===== src/include/uart_de_defines.vh =====
// Purpose: register offsets, field positions and reset values of the uart block
// Assumes: avalon-mm word addressing, one register of up to 16 bits per 32-bit word
// Notes: printed offsets run one apart, not four, so they act as word indices
`ifndef UART_DE_DEFINES_VH
`define UART_DE_DEFINES_VH

// register indices (byte address is four times the index)
`define IDX_STATUS_ZERO 12'hf41
`define IDX_CONTROL_ZERO 12'hf42
`define IDX_DATA 12'hf40
`define IDX_CONTROL_ONE 12'hf43
`define IDX_STATUS_ONE 12'hf44
`define IDX_ADDR_CMP 12'hf45
`define IDX_BAUD 12'hf46

// control zero fields
`define CZ_TX_ON 7
`define CZ_RX_ON 6
`define CZ_CTS_GATE 5
`define CZ_PARITY_ON 4
`define CZ_PARITY_ODD 3
`define CZ_BREAK 2
`define CZ_TWO_STOP 1
`define CZ_LOOPBACK 0

// control one fields
`define C1_MP_LO 0
`define C1_MP_HI 1
`define C1_DE_POL 2

// status zero fields
`define SZ_RDA 7
`define SZ_PE 6
`define SZ_OE 5
`define SZ_FE 4
`define SZ_BRK 3
`define SZ_THE 2
`define SZ_TSE 1
`define SZ_CTS 0

// status one fields
`define S1_FIRST_BYTE_OF_FRAME_FLAG 1
`define S1_LAST_MULTIPROC_BIT_RX 0

// reset values
`define RST_CONTROL_ZERO 8'h00
`define RST_CONTROL_ONE 8'h00
`define RST_ADDR_CMP 8'h00
`define RST_BAUD 16'h0004

// multiprocessor mode with filtering and no address interrupts
`define MP_MODE_FILTER 2'h3

`endif


===== src/hw/uart_ctrl_status_driver_enable.v =====
// Purpose: uart transmitter/receiver with control/status registers and transceiver drive enable
// Assumes: one 10 mhz clock, avalon-mm slave with waitrequest, 16x oversampled baud tick
// Notes: all outputs registered; serial rx is taken as synchronous to the clock
//
// How it works
// - mode 11 filters frames, flags first byte
// - drive enable rises on data write, spans frame
// - drive enable leads start by one bit
// - drive enable drops one clock after stop
// - back to back bytes keep drive enable
// - polarity bit selects drive enable level
// - control bit 7 enables transmitter
// - cts gating holds transmitter while cts high
// - break bit forces transmit line low
// - stop count bit picks one or two
// - loopback routes transmit into receiver
// - rx available sets on byte, read clears
// - parity error sets on mismatch outside mode 11, read clears
// - overrun on unread byte, a data read while empty clears
// - framing error on bad stop, read clears
// - all-zero frame sets break seen flag
// - tx holding empty resets high, write clears
// - shift empty high when transmission finished
// - status bit 0 shows cts input level
// - first byte of frame flag, read clears
// - tx and rx data share one address
//
// Added by the designer: the Avalon-MM interface to the registers.
`include "uart_de_defines.vh"

module uart_ctrl_status_driver_enable #(
  parameter OVS = 16 // oversampling ticks per bit
) (
  input wire I_SYS_CLK, // system clock 10 mhz
  input wire I_NRST, // async reset, active low
  input wire [11:0] I_ADDRESS, // avalon word address
  input wire I_READ, // avalon read
  input wire I_WRITE, // avalon write
  input wire [31:0] I_WRITEDATA, // avalon write data
  output reg [31:0] O_READDATA, // avalon read data
  output reg O_WAITREQUEST, // avalon wait request
  input wire I_RXD, // serial receive line
  input wire I_CTS_N, // clear to send, active low
  output reg O_TXD, // serial transmit line
  output reg O_TRANSCEIVER_DRIVE_EN // transceiver drive enable
);

////////////////////////////////////////////////////////////////////////////////
// registers
reg [7:0] ctl0_r; // control zero
reg [7:0] ctl1_r; // control one: mode, polarity
reg [7:0] addr_cmp_r; // node address
reg [15:0] baud_r; // clocks per oversample tick minus one
reg [15:0] bcnt_r; // baud divider
reg tick_r; // oversample tick pulse
reg ack_r; // bus answer phase
wire access = (I_READ | I_WRITE) & ~ack_r; // new request seen
wire wr_data = I_WRITE & ~ack_r & (I_ADDRESS == `IDX_DATA);
wire rd_data = I_READ & ~ack_r & (I_ADDRESS == `IDX_DATA);

////////////////////////////////////////////////////////////////////////////////
// baud tick divider, every serial step is a one-cycle enable
// limitation: a smaller divisor written mid-count takes hold once the count passes it
always @(posedge I_SYS_CLK or negedge I_NRST) begin
  if (!I_NRST) begin
    bcnt_r <= 16'h0000;
    tick_r <= 1'b0;
  end else if (bcnt_r >= baud_r) begin
    bcnt_r <= 16'h0000;
    tick_r <= 1'b1;
  end else begin
    bcnt_r <= bcnt_r + 16'h0001;
    tick_r <= 1'b0;
  end
end

////////////////////////////////////////////////////////////////////////////////
// transmitter
localparam TX_IDLE = 3'h0; // line idle
localparam TX_LEAD = 3'h1; // drive enable setup
localparam TX_START = 3'h2; // start bit
localparam TX_DATA = 3'h3; // data bits
localparam TX_PAR = 3'h4; // parity bit
localparam TX_STOP = 3'h5; // stop bits
localparam TX_TAIL = 3'h6; // one clock hold

reg [2:0] tx_st_r; // transmit state
reg [7:0] thr_r; // holding register
reg the_r; // holding empty flag
reg [7:0] tsr_r; // shift register
reg [3:0] tx_tk_r; // ticks within bit
reg [2:0] tx_bit_r; // bit index
reg tx_par_r; // running parity
reg tx_line_r; // line before break
reg tx_wait_r; // lead waits for its first tick
wire tx_go = ctl0_r[`CZ_TX_ON] & (~ctl0_r[`CZ_CTS_GATE] | ~I_CTS_N);
// tick indices; the tick counters are four bits wide, so OVS may not exceed 16
localparam integer TK_LAST_I = OVS - 1; // last tick of a bit
localparam integer TK_MID_I = OVS / 2 - 1; // tick of the mid-bit sample
localparam [3:0] TK_LAST = TK_LAST_I[3:0]; // cut to counter width
localparam [3:0] TK_MID = TK_MID_I[3:0]; // cut to counter width
wire bit_end = tick_r & (tx_tk_r == TK_LAST); // last tick of a bit

// frame sequencer; drive enable is active in every state but idle
always @(posedge I_SYS_CLK or negedge I_NRST) begin
  if (!I_NRST) begin
    tx_st_r <= TX_IDLE;
    thr_r <= 8'h00;
    the_r <= 1'b1;
    tsr_r <= 8'h00;
    tx_tk_r <= 4'h0;
    tx_bit_r <= 3'h0;
    tx_par_r <= 1'b0;
    tx_line_r <= 1'b1;
    tx_wait_r <= 1'b0;
  end else begin
    if (wr_data) begin
      thr_r <= I_WRITEDATA[7:0];
      the_r <= 1'b0;
    end
    // the first tick after entering the lead only arms the count, so the
    // lead is never shorter than one full bit whatever the tick phase
    if (tick_r)
      tx_wait_r <= 1'b0;
    if (tick_r && !tx_wait_r && tx_st_r != TX_IDLE && tx_st_r != TX_TAIL)
      tx_tk_r <= tx_tk_r + 4'h1;
    case (tx_st_r)
      TX_IDLE: begin
        tx_line_r <= 1'b1;
        if (wr_data || !the_r) begin
          tx_st_r <= TX_LEAD;
          tx_tk_r <= 4'h0;
          tx_wait_r <= 1'b1;
        end
      end
      TX_LEAD: begin
        // one full bit of setup, then wait for the transmitter enable
        if (bit_end && tx_go) begin
          tx_st_r <= TX_START;
          tsr_r <= thr_r;
          the_r <= wr_data ? 1'b0 : 1'b1; // write in this cycle wins
          tx_par_r <= ctl0_r[`CZ_PARITY_ODD];
          tx_line_r <= 1'b0;
        end
      end
      TX_START: begin
        if (bit_end) begin
          tx_st_r <= TX_DATA;
          tx_bit_r <= 3'h0;
          tx_line_r <= tsr_r[0];
        end
      end
      TX_DATA: begin
        if (bit_end) begin
          tx_par_r <= tx_par_r ^ tsr_r[0];
          tsr_r <= {1'b0, tsr_r[7:1]};
          tx_bit_r <= tx_bit_r + 3'h1;
          if (tx_bit_r == 3'h7) begin
            if (ctl0_r[`CZ_PARITY_ON]) begin
              tx_st_r <= TX_PAR;
              tx_line_r <= tx_par_r ^ tsr_r[0];
            end else begin
              tx_st_r <= TX_STOP;
              tx_line_r <= 1'b1;
            end
            tx_bit_r <= 3'h0;
          end else begin
            tx_line_r <= tsr_r[1];
          end
        end
      end
      TX_PAR: begin
        if (bit_end) begin
          tx_st_r <= TX_STOP;
          tx_line_r <= 1'b1;
        end
      end
      TX_STOP: begin
        if (bit_end) begin
          if (ctl0_r[`CZ_TWO_STOP] && tx_bit_r == 3'h0) begin
            tx_bit_r <= 3'h1;
          end else begin
            tx_st_r <= TX_TAIL;
          end
        end
      end
      TX_TAIL: begin
        // next byte already waiting: keep drive enable and start again
        if (!the_r || wr_data) begin
          tx_st_r <= TX_LEAD;
          tx_tk_r <= 4'h0;
          tx_wait_r <= 1'b1;
        end else begin
          tx_st_r <= TX_IDLE;
        end
      end
      default: tx_st_r <= TX_IDLE;
    endcase
  end
end

// output pins, polarity applied in the flop; drive enable follows the
// sequencer one clock late, so the tail state keeps it on for the clock
// after the last stop bit and a queued byte never lets it drop
always @(posedge I_SYS_CLK or negedge I_NRST) begin
  if (!I_NRST) begin
    O_TXD <= 1'b1;
    O_TRANSCEIVER_DRIVE_EN <= 1'b0;
  end else begin
    O_TXD <= tx_line_r & ~ctl0_r[`CZ_BREAK];
    O_TRANSCEIVER_DRIVE_EN <= ((tx_st_r != TX_IDLE) ^ ctl1_r[`C1_DE_POL]);
  end
end

////////////////////////////////////////////////////////////////////////////////
// receiver
localparam RX_IDLE = 2'h0; // waiting for start
localparam RX_BITS = 2'h1; // sampling bits
localparam RX_DONE = 2'h2; // frame end
localparam RX_HUNT = 2'h3; // bad stop, wait for idle line

reg [1:0] rx_st_r; // receive state
reg [3:0] rx_tk_r; // ticks within bit
reg [3:0] rx_n_r; // bits sampled after start
reg [8:0] rx_sh_r; // data plus parity
reg rx_zero_r; // every bit so far zero
reg [7:0] rdr_r; // receive data register
reg rda_r, pe_r, oe_r, fe_r, brk_r; // status flags
reg first_byte_of_frame_flag_r, last_multiproc_bit_rx_r; // second status flags
reg addr_ok_r; // frame addressed to us
reg next_first_r; // next data byte opens a frame
wire rx_in = ctl0_r[`CZ_LOOPBACK] ? O_TXD : I_RXD;
wire [3:0] rx_len = ctl0_r[`CZ_PARITY_ON] ? 4'h9 : 4'h8;
wire mp_mode = (ctl1_r[`C1_MP_HI:`C1_MP_LO] == `MP_MODE_FILTER);
wire rx_par = ^rx_sh_r[7:0] ^ ctl0_r[`CZ_PARITY_ODD];
wire rx_mid = tick_r & (rx_tk_r == TK_MID); // mid-bit sample point

// frame sampler, mid-bit sampling from the start edge
// no false-start check: a low glitch on a tick opens a frame
always @(posedge I_SYS_CLK or negedge I_NRST) begin
  if (!I_NRST) begin
    rx_st_r <= RX_IDLE;
    rx_tk_r <= 4'h0;
    rx_n_r <= 4'h0;
    rx_sh_r <= 9'h000;
    rx_zero_r <= 1'b0;
  end else begin
    if (tick_r)
      rx_tk_r <= (rx_st_r == RX_IDLE) ? 4'h0 : rx_tk_r + 4'h1;
    case (rx_st_r)
      RX_IDLE: begin
        if (ctl0_r[`CZ_RX_ON] && !rx_in && tick_r) begin
          rx_st_r <= RX_BITS;
          rx_n_r <= 4'h0;
          rx_zero_r <= 1'b1;
        end
      end
      RX_BITS: begin
        if (rx_mid) begin
          if (rx_n_r != 4'h0)
            rx_sh_r <= {rx_in, rx_sh_r[8:1]};
          rx_zero_r <= rx_zero_r & ~rx_in;
          rx_n_r <= rx_n_r + 4'h1;
          if (rx_n_r == rx_len)
            rx_st_r <= RX_DONE;
        end
      end
      RX_DONE: begin
        // a low stop sample means the line may still be low: hunting for a
        // start there would take the rest of a break for a new frame
        if (rx_mid)
          rx_st_r <= rx_in ? RX_IDLE : RX_HUNT; // stop bit sampled
        rx_zero_r <= rx_zero_r;
      end
      RX_HUNT: begin
        if (rx_in)
          rx_st_r <= RX_IDLE; // line back at idle level
      end
      default: rx_st_r <= RX_IDLE;
    endcase
  end
end

// frame end: stop sample is rx_in at rx_mid in done state
wire rx_end = (rx_st_r == RX_DONE) & rx_mid;
wire [7:0] rx_byte = ctl0_r[`CZ_PARITY_ON] ? rx_sh_r[7:0] : rx_sh_r[8:1];
wire rx_mpbit = ctl0_r[`CZ_PARITY_ON] ? rx_sh_r[8] : 1'b0; // address marker bit
// the address marker travels in the parity slot, so mode 11 needs parity on
wire is_addr = mp_mode & rx_mpbit;
wire deliver = rx_end & ~is_addr & (~mp_mode | addr_ok_r);

// status flags; a set in the same cycle as the read clear wins
always @(posedge I_SYS_CLK or negedge I_NRST) begin
  if (!I_NRST) begin
    rdr_r <= 8'h00;
    rda_r <= 1'b0;
    pe_r <= 1'b0;
    oe_r <= 1'b0;
    fe_r <= 1'b0;
    brk_r <= 1'b0;
    first_byte_of_frame_flag_r <= 1'b0;
    last_multiproc_bit_rx_r <= 1'b0;
    addr_ok_r <= 1'b0;
    next_first_r <= 1'b0;
  end else begin
    if (rd_data) begin
      rda_r <= 1'b0;
      pe_r <= 1'b0;
      fe_r <= 1'b0;
      brk_r <= 1'b0;
      first_byte_of_frame_flag_r <= 1'b0;
      last_multiproc_bit_rx_r <= 1'b0;
      if (!rda_r)
        oe_r <= 1'b0;
    end
    if (rx_end && is_addr) begin
      // address byte: no delivery, just open or close the frame
      addr_ok_r <= (rx_byte == addr_cmp_r);
      next_first_r <= (rx_byte == addr_cmp_r);
    end
    if (deliver) begin
      rdr_r <= rx_byte;
      rda_r <= 1'b1;
      last_multiproc_bit_rx_r <= rx_mpbit;
      first_byte_of_frame_flag_r <= mp_mode & next_first_r;
      next_first_r <= 1'b0;
      if (rda_r && !rd_data)
        oe_r <= 1'b1;
      pe_r <= ctl0_r[`CZ_PARITY_ON] & (rx_par != rx_sh_r[8]) & ~mp_mode;
      fe_r <= ~rx_in;
      brk_r <= rx_zero_r & ~rx_in;
    end
  end
end

////////////////////////////////////////////////////////////////////////////////
// avalon slave: one wait state, answer at the second edge of a request
always @(posedge I_SYS_CLK or negedge I_NRST) begin
  if (!I_NRST) begin
    ctl0_r <= `RST_CONTROL_ZERO;
    ctl1_r <= `RST_CONTROL_ONE;
    addr_cmp_r <= `RST_ADDR_CMP;
    baud_r <= `RST_BAUD;
    ack_r <= 1'b0;
    O_WAITREQUEST <= 1'b1;
    O_READDATA <= 32'h0000_0000;
  end else begin
    // writes land at the take edge; the answer stands one clock later
    ack_r <= access;
    O_WAITREQUEST <= ~access;
    if (I_WRITE && !ack_r) begin
      case (I_ADDRESS)
        `IDX_CONTROL_ZERO: ctl0_r <= I_WRITEDATA[7:0];
        `IDX_CONTROL_ONE: ctl1_r <= I_WRITEDATA[7:0];
        `IDX_ADDR_CMP: addr_cmp_r <= I_WRITEDATA[7:0];
        `IDX_BAUD: baud_r <= I_WRITEDATA[15:0];
        default: ;
      endcase
    end
    if (I_READ && !ack_r) begin
      case (I_ADDRESS)
        `IDX_DATA: O_READDATA <= {24'h0, rdr_r};
        `IDX_STATUS_ZERO: O_READDATA <= {24'h0, rda_r, pe_r, oe_r, fe_r, brk_r,
          the_r, (the_r && tx_st_r == TX_IDLE), I_CTS_N};
        `IDX_CONTROL_ZERO: O_READDATA <= {24'h0, ctl0_r};
        `IDX_CONTROL_ONE: O_READDATA <= {24'h0, ctl1_r};
        `IDX_STATUS_ONE: O_READDATA <= {30'h0, first_byte_of_frame_flag_r, last_multiproc_bit_rx_r};
        `IDX_ADDR_CMP: O_READDATA <= {24'h0, addr_cmp_r};
        `IDX_BAUD: O_READDATA <= {16'h0, baud_r};
        default: O_READDATA <= 32'h0000_0000; // unmapped reads zero
      endcase
    end
  end
end

endmodule // uart_ctrl_status_driver_enable


===== config.mk =====
export PLATFORM = sky130hd
export DESIGN_NAME = uart_ctrl_status_driver_enable
export DESIGN_NICKNAME = d
export VERILOG_FILES = /design/src/hw/uart_ctrl_status_driver_enable.v
export VERILOG_INCLUDE_DIRS = /design/src /design/src/include
export SDC_FILE = /design/constraint.sdc
export NUM_CORES = 1
export LEC_CHECK = 0
export BUFFER_PORTS_ARGS = -buffer_cell sky130_fd_sc_hd__buf_2
export CORE_MARGIN = 10
export CORE_UTILIZATION = 50
export DETAILED_ROUTE_END_ITERATION = 7
export PLACE_DENSITY = 0.7
export SYNTH_ARGS = -nofsm -noshare
export SYNTH_HDL_FRONTEND = slang
export SYNTH_SLANG_ARGS = --single-unit

===== constraint.sdc =====
create_clock -name I_SYS_CLK -period 2.62 [get_ports I_SYS_CLK]
set_clock_uncertainty 0.05 [all_clocks]
set_input_delay 0 -clock I_SYS_CLK [delete_from_list [all_inputs] [get_ports I_SYS_CLK]]
set_output_delay 0 -clock I_SYS_CLK [all_outputs]
set_load 0.005 [all_outputs]

# Yosys cells after proc, flatten, opt, wreduce, memory -nomap -nowiden
# Index checks and enable logic that the tools add are counted.
# op_classes
bitwise	31
mux	74
n_eq_ne	38
addsub	5
n_lt_le_gt_ge	1
reduce_logical	42
# op_table
op	count
16-bit case mux with 7 select lines	1
12-bit equality test, second input constant	7
3-bit 2-to-1 mux	13
1-bit 2-to-1 mux	36
2-bit inequality test, second input constant	13
4-bit 2-to-1 mux	6
8-bit 2-to-1 mux	3
3-bit case mux with 7 select lines	1
1-bit bitwise AND	17
16-bit by 1-bit adder with 16-bit output, second input constant	1
16-bit greater-or-equal comparator	1
16-bit 2-to-1 mux	1
8-bit case mux with 2 select lines	1
5-bit AND reduction	3
4-bit by 1-bit adder with 4-bit output, second input constant	3
3-bit equality test, second input constant	4
1-bit logical AND	12
2-bit 2-to-1 mux	6
3-bit case mux with 3 select lines	1
3-bit AND reduction	3
8-bit equality test	1
1-bit inverter	8
2-bit case mux with 4 select lines	1
4-bit case mux with 2 select lines	1
other kinds (27)	47
# totals
ff_bits	160
input_bits	50
output_inout_bits	35

# Longest topological paths before layout
# logic_depth
word_depth	7
depth_mapped	8
ltp_nobuf	7

# Worst setup path after synthesis
# OpenSTA, ideal clock, no wires.
# synth_path
path_type	register -> register
from	register baud_r[15]
to	register bcnt_r[10]
setup_slack_ns	0.759
arrival_time_ns	1.734
required_ns	2.493
path_buffers	1
setup_ns	0.077
synth_period_minus_slack_ns	1.861
stages_incl_launch_ff	9
cell_sequence	dfrtp_1 -> inv_1 -> ha_1 -> a21oi_1 -> o21ai_0 -> a2111oi_0 -> o21ai_1 -> buf_2 -> a21oi_1
# synth_between
elab_chain_cells	2
# synth_lines
element	line_no	source
start, declared	uart_ctrl_status_driver_enable.v:53	reg [15:0] baud_r;
start signal, assigned	uart_ctrl_status_driver_enable.v:343	baud_r <= `RST_BAUD;
start signal, assigned	uart_ctrl_status_driver_enable.v:356	`IDX_BAUD: baud_r <= I_WRITEDATA[15:0];
16-bit greater-or-equal comparator	uart_ctrl_status_driver_enable.v:68	end else if (bcnt_r >= baud_r) begin
16-bit 2-to-1 mux	uart_ctrl_status_driver_enable.v:68	
end signal, assigned	uart_ctrl_status_driver_enable.v:72	bcnt_r <= bcnt_r + 16'h0001;
end, declared	uart_ctrl_status_driver_enable.v:54	reg [15:0] bcnt_r;
# Every way passes these cells.
# A chain may end at the register's enable or synchronous reset.

# Worst setup path in the final report
# layout_path
from	register baud_r[11]
to	register bcnt_r[4]
# Same word-level chain as after synthesis.

==> reports/qor.txt <==
TritonCTS Buffers: 17
status: finished clean
die width: 142 µm
cell with the most instances after synthesis: dfrtp_1
sequential element share of the synthesized area: 48.1%
Worst-Skew Late Latency: 0.42 ns
initial antenna violation count: 0
Sw Pwr: 1.62 mW
sequential power share: 42.6%
ys async rst share: 100%
core area: 14600 µm²
Switching Share: 26.7%
DRC: 0
worst path arrival time: 2.58 ns
Worst-Margin Slew: 0.957 ns
Die Y: 142 µm
crit share post-route: 87.4%
Area contributors post-synth: dfrtp_1 46%, mux2_2 8.1%, ha_1 4.0%, mux2i_1 3.6%, xnor2_1 3.0%
# rows: 44
FMAX: 0.437 GHz
Avg Cell Area, Syn: 11.1 µm²
worst hold path class: in -> reg
drt first pass iters: 5
Starting Density: 51.2%
Nets: 822
fin area: 8690 µm²
DRT iter0 DRCs: 381
Worst Setup End Kind: register
slack of the critical path: 0.329 ns
DR vias: 5401
RD Place Congestion: 0.921
combinational share of power: 14.3%
number of global-route vias before repair: 5603
final setup fails: 0
critical path fanouts, max: 12
first-pass GRT wire length: 29100 µm
Synth top cells by count: 139 x dfrtp_1, 55 x nand2_1, 54 x mux2_2
CTS Buffer Depth: 2
Final HPWL DP: 12600 µm
Die ar.: 20300 µm²
H-tree Lvls: 4
pwr/cell area: 700 nW/µm²
peak supply drop: 504 µV
vias per cell: 5.72
gr usage total: 18.1%
fill cell total of the finished layout: 1181
Setup WS pre-CTS: 0.370 ns
clock-pin slew on the worst setup and hold paths: 0.06 ns
drt wl/cell: 18.8 µm
final WL: 17800 µm
dpl cell area: 7850 µm²
RSZ-0062 raised after global routing: no
WP data required: 2.91 ns
Final Hold Fails: 0
Internal: 4.46 mW
Yosys top cell area share: 46.4%
Slew Viols, Final: 0
max_cap viols: 0
Area growth syn-to-layout: 15.9%
CTS tree: built
Clk pwr share: 43.1%
count of warnings emitted by yosys: 0
Post-Synthesis Cells: 674
met3 wire length: 893 µm
largest net degree at the start of global routing: 72
post-synth cell types: 74
metal2 WL: 8720 µm
Post-Syn Area: 7500 µm²
layout cells sized above 1: 23.3%
Sink Count: 144
setup_tns: 0 ns
CP Launch Type: register
#FFs+latches synth: 144
number of synthesized flops with an enable pin: 0
port buffer count: 52
Synth Flop Type: dfrtp_1
Tmin final: 2.29 ns
WL met1: 7930 µm
GRT Residual Overflow: 0
Post-DRT Antenna Nets: 0
top layer in use: met4
Setup Crit Path Kind: reg -> reg
Ports: 85
total power: 6.08 mW
post-cts sizing count: 0
clock tree root driver cell: clkbuf_16
leakage: 4.06 nW
worst rel slew slack: 35.8%
Ant. Diodes: 0
largest area contributor in the netlist: dfrtp_1
## cell usage in the layout (no fill, tap or decap), types with 7 or more instances in the layout
| cell | instances |
|---|---|
| a21oi_1 | 29 |
| a22o_1 | 10 |
| a31oi_1 | 7 |
| and3_1 | 7 |
| buf_2 | 51 |
| buf_4 | 7 |
| clkbuf_16 | 17 |
| conb_1 | 16 |
| dfrtp_1 | 139 |
| dlygate4sd3_1 | 20 |
| ha_1 | 24 |
| inv_1 | 27 |
| mux2_2 | 54 |
| mux2_4 | 10 |
| mux2i_1 | 27 |
| nand2_1 | 55 |
| nand3_1 | 12 |
| nand4_1 | 11 |
| nor2_1 | 30 |
| nor3_1 | 13 |
| o21ai_0 | 35 |
| o21ai_1 | 12 |
| xnor2_1 | 26 |
| xor2_1 | 13 |
## what timing repair did
action	CTS	global route
endpoints found under the hold margin	124	0
hold buffers	20	0
buffers inserted	0	0
## routing by layer
metal	vias to the layer above	GRT usage (%)
li1	2537	-
met5	-	0
met3	26	4.04
met4	0	6.08
met2	143	30.3
met1	2695	22.8
## power by group through the flow
stage | Sequential (mW) | Clock, mW | Combinational, mW
global placement | 2.61 | 0 | 0.799
floorplan | 2.54 | 0 | 0.665
detailed placement | 2.62 | 0 | 0.845
CTS | 2.59 | 2.65 | 0.873
finish | 2.59 | 2.62 | 0.870
global route | 2.61 | 2.75 | 0.980
## path summary, 6_finish.rpt
check | from | to | slack [ns] | cells past startpoint
max | baud_r[11] | bcnt_r[4] | 0.33 | 8
min | I_ADDRESS[2] | O_READDATA[4] | 0.11 | 3
max reg2reg | baud_r[11] | bcnt_r[4] | 0.33 | 8
min reg2reg | ctl0_r[2] | O_TXD | 0.37 | 1
max in group asynchronous | I_NRST | O_WAITREQUEST | 1.61 | 3
min in group asynchronous | I_NRST | tx_st_r[0] | 0.12 | 2
## flip-flops by register name, indices dropped and copies added, names as in the netlist, 4 cells and up
| name | count |
|---|---|
| O_READDATA | 16 |
| addr_cmp_r | 8 |
| baud_r | 16 |
| bcnt_r | 16 |
| ctl0_r | 8 |
| ctl1_r | 8 |
| rdr_r | 8 |
| rx_n_r | 4 |
| rx_sh_r | 9 |
| rx_tk_r | 4 |
| thr_r | 8 |
| tsr_r | 8 |
| tx_tk_r | 4 |
## critical path: stages, from the launching register on
cell and delay [ns]:
dfrtp_1 0.37, inv_1 0.08, ha_1 0.33, a21oi_1 0.14, o21ai_0 0.19, a2111oi_0 0.38
o21ai_1 0.26, buf_4 0.25, a21oi_1 0.16
## logic make-up (layout without fill, tap and decap cells)
family	after synthesis	in the layout	share of synthesized area, %
simple gates	165	165	11.6
flops	144	144	48.1
compound gates	140	140	12.0
mux	93	93	14.3
buf+inv	68	140	5.30
xor+xnor	39	39	4.55
fa+ha+maj	24	24	4.00
other cells	1	16	0.0500
## final cells by class
| type | instances | area, µm² | area share, % |
|---|---|---|---|
| Clock buffer | 23 | 488 | 5.61 |
| Inverter | 27 | 101 | 1.17 |
| Tap cell | 184 | 230 | 2.65 |
| Sequential cell | 144 | 3610 | 41.5 |
| Clock inverter | 9 | 154 | 1.77 |
| Multi-Input combinational cell | 477 | 3550 | 40.8 |
| Timing Repair Buffer | 81 | 559 | 6.43 |
## metrics by stage
step / utilization (%) / cells / hold WS, ns
global placement: 53.6 / 893 / -0.0000410
global route: 59.4 / 945 / 0.143
detailed placement: 53.6 / 893 / 0.00888
floorplan: - / 689 / -0.346
CTS: 59.4 / 945 / 0.0908
finish: 59.4 / 945 / 0.108
No activity file was read; power rests on OpenSTA's default activity.
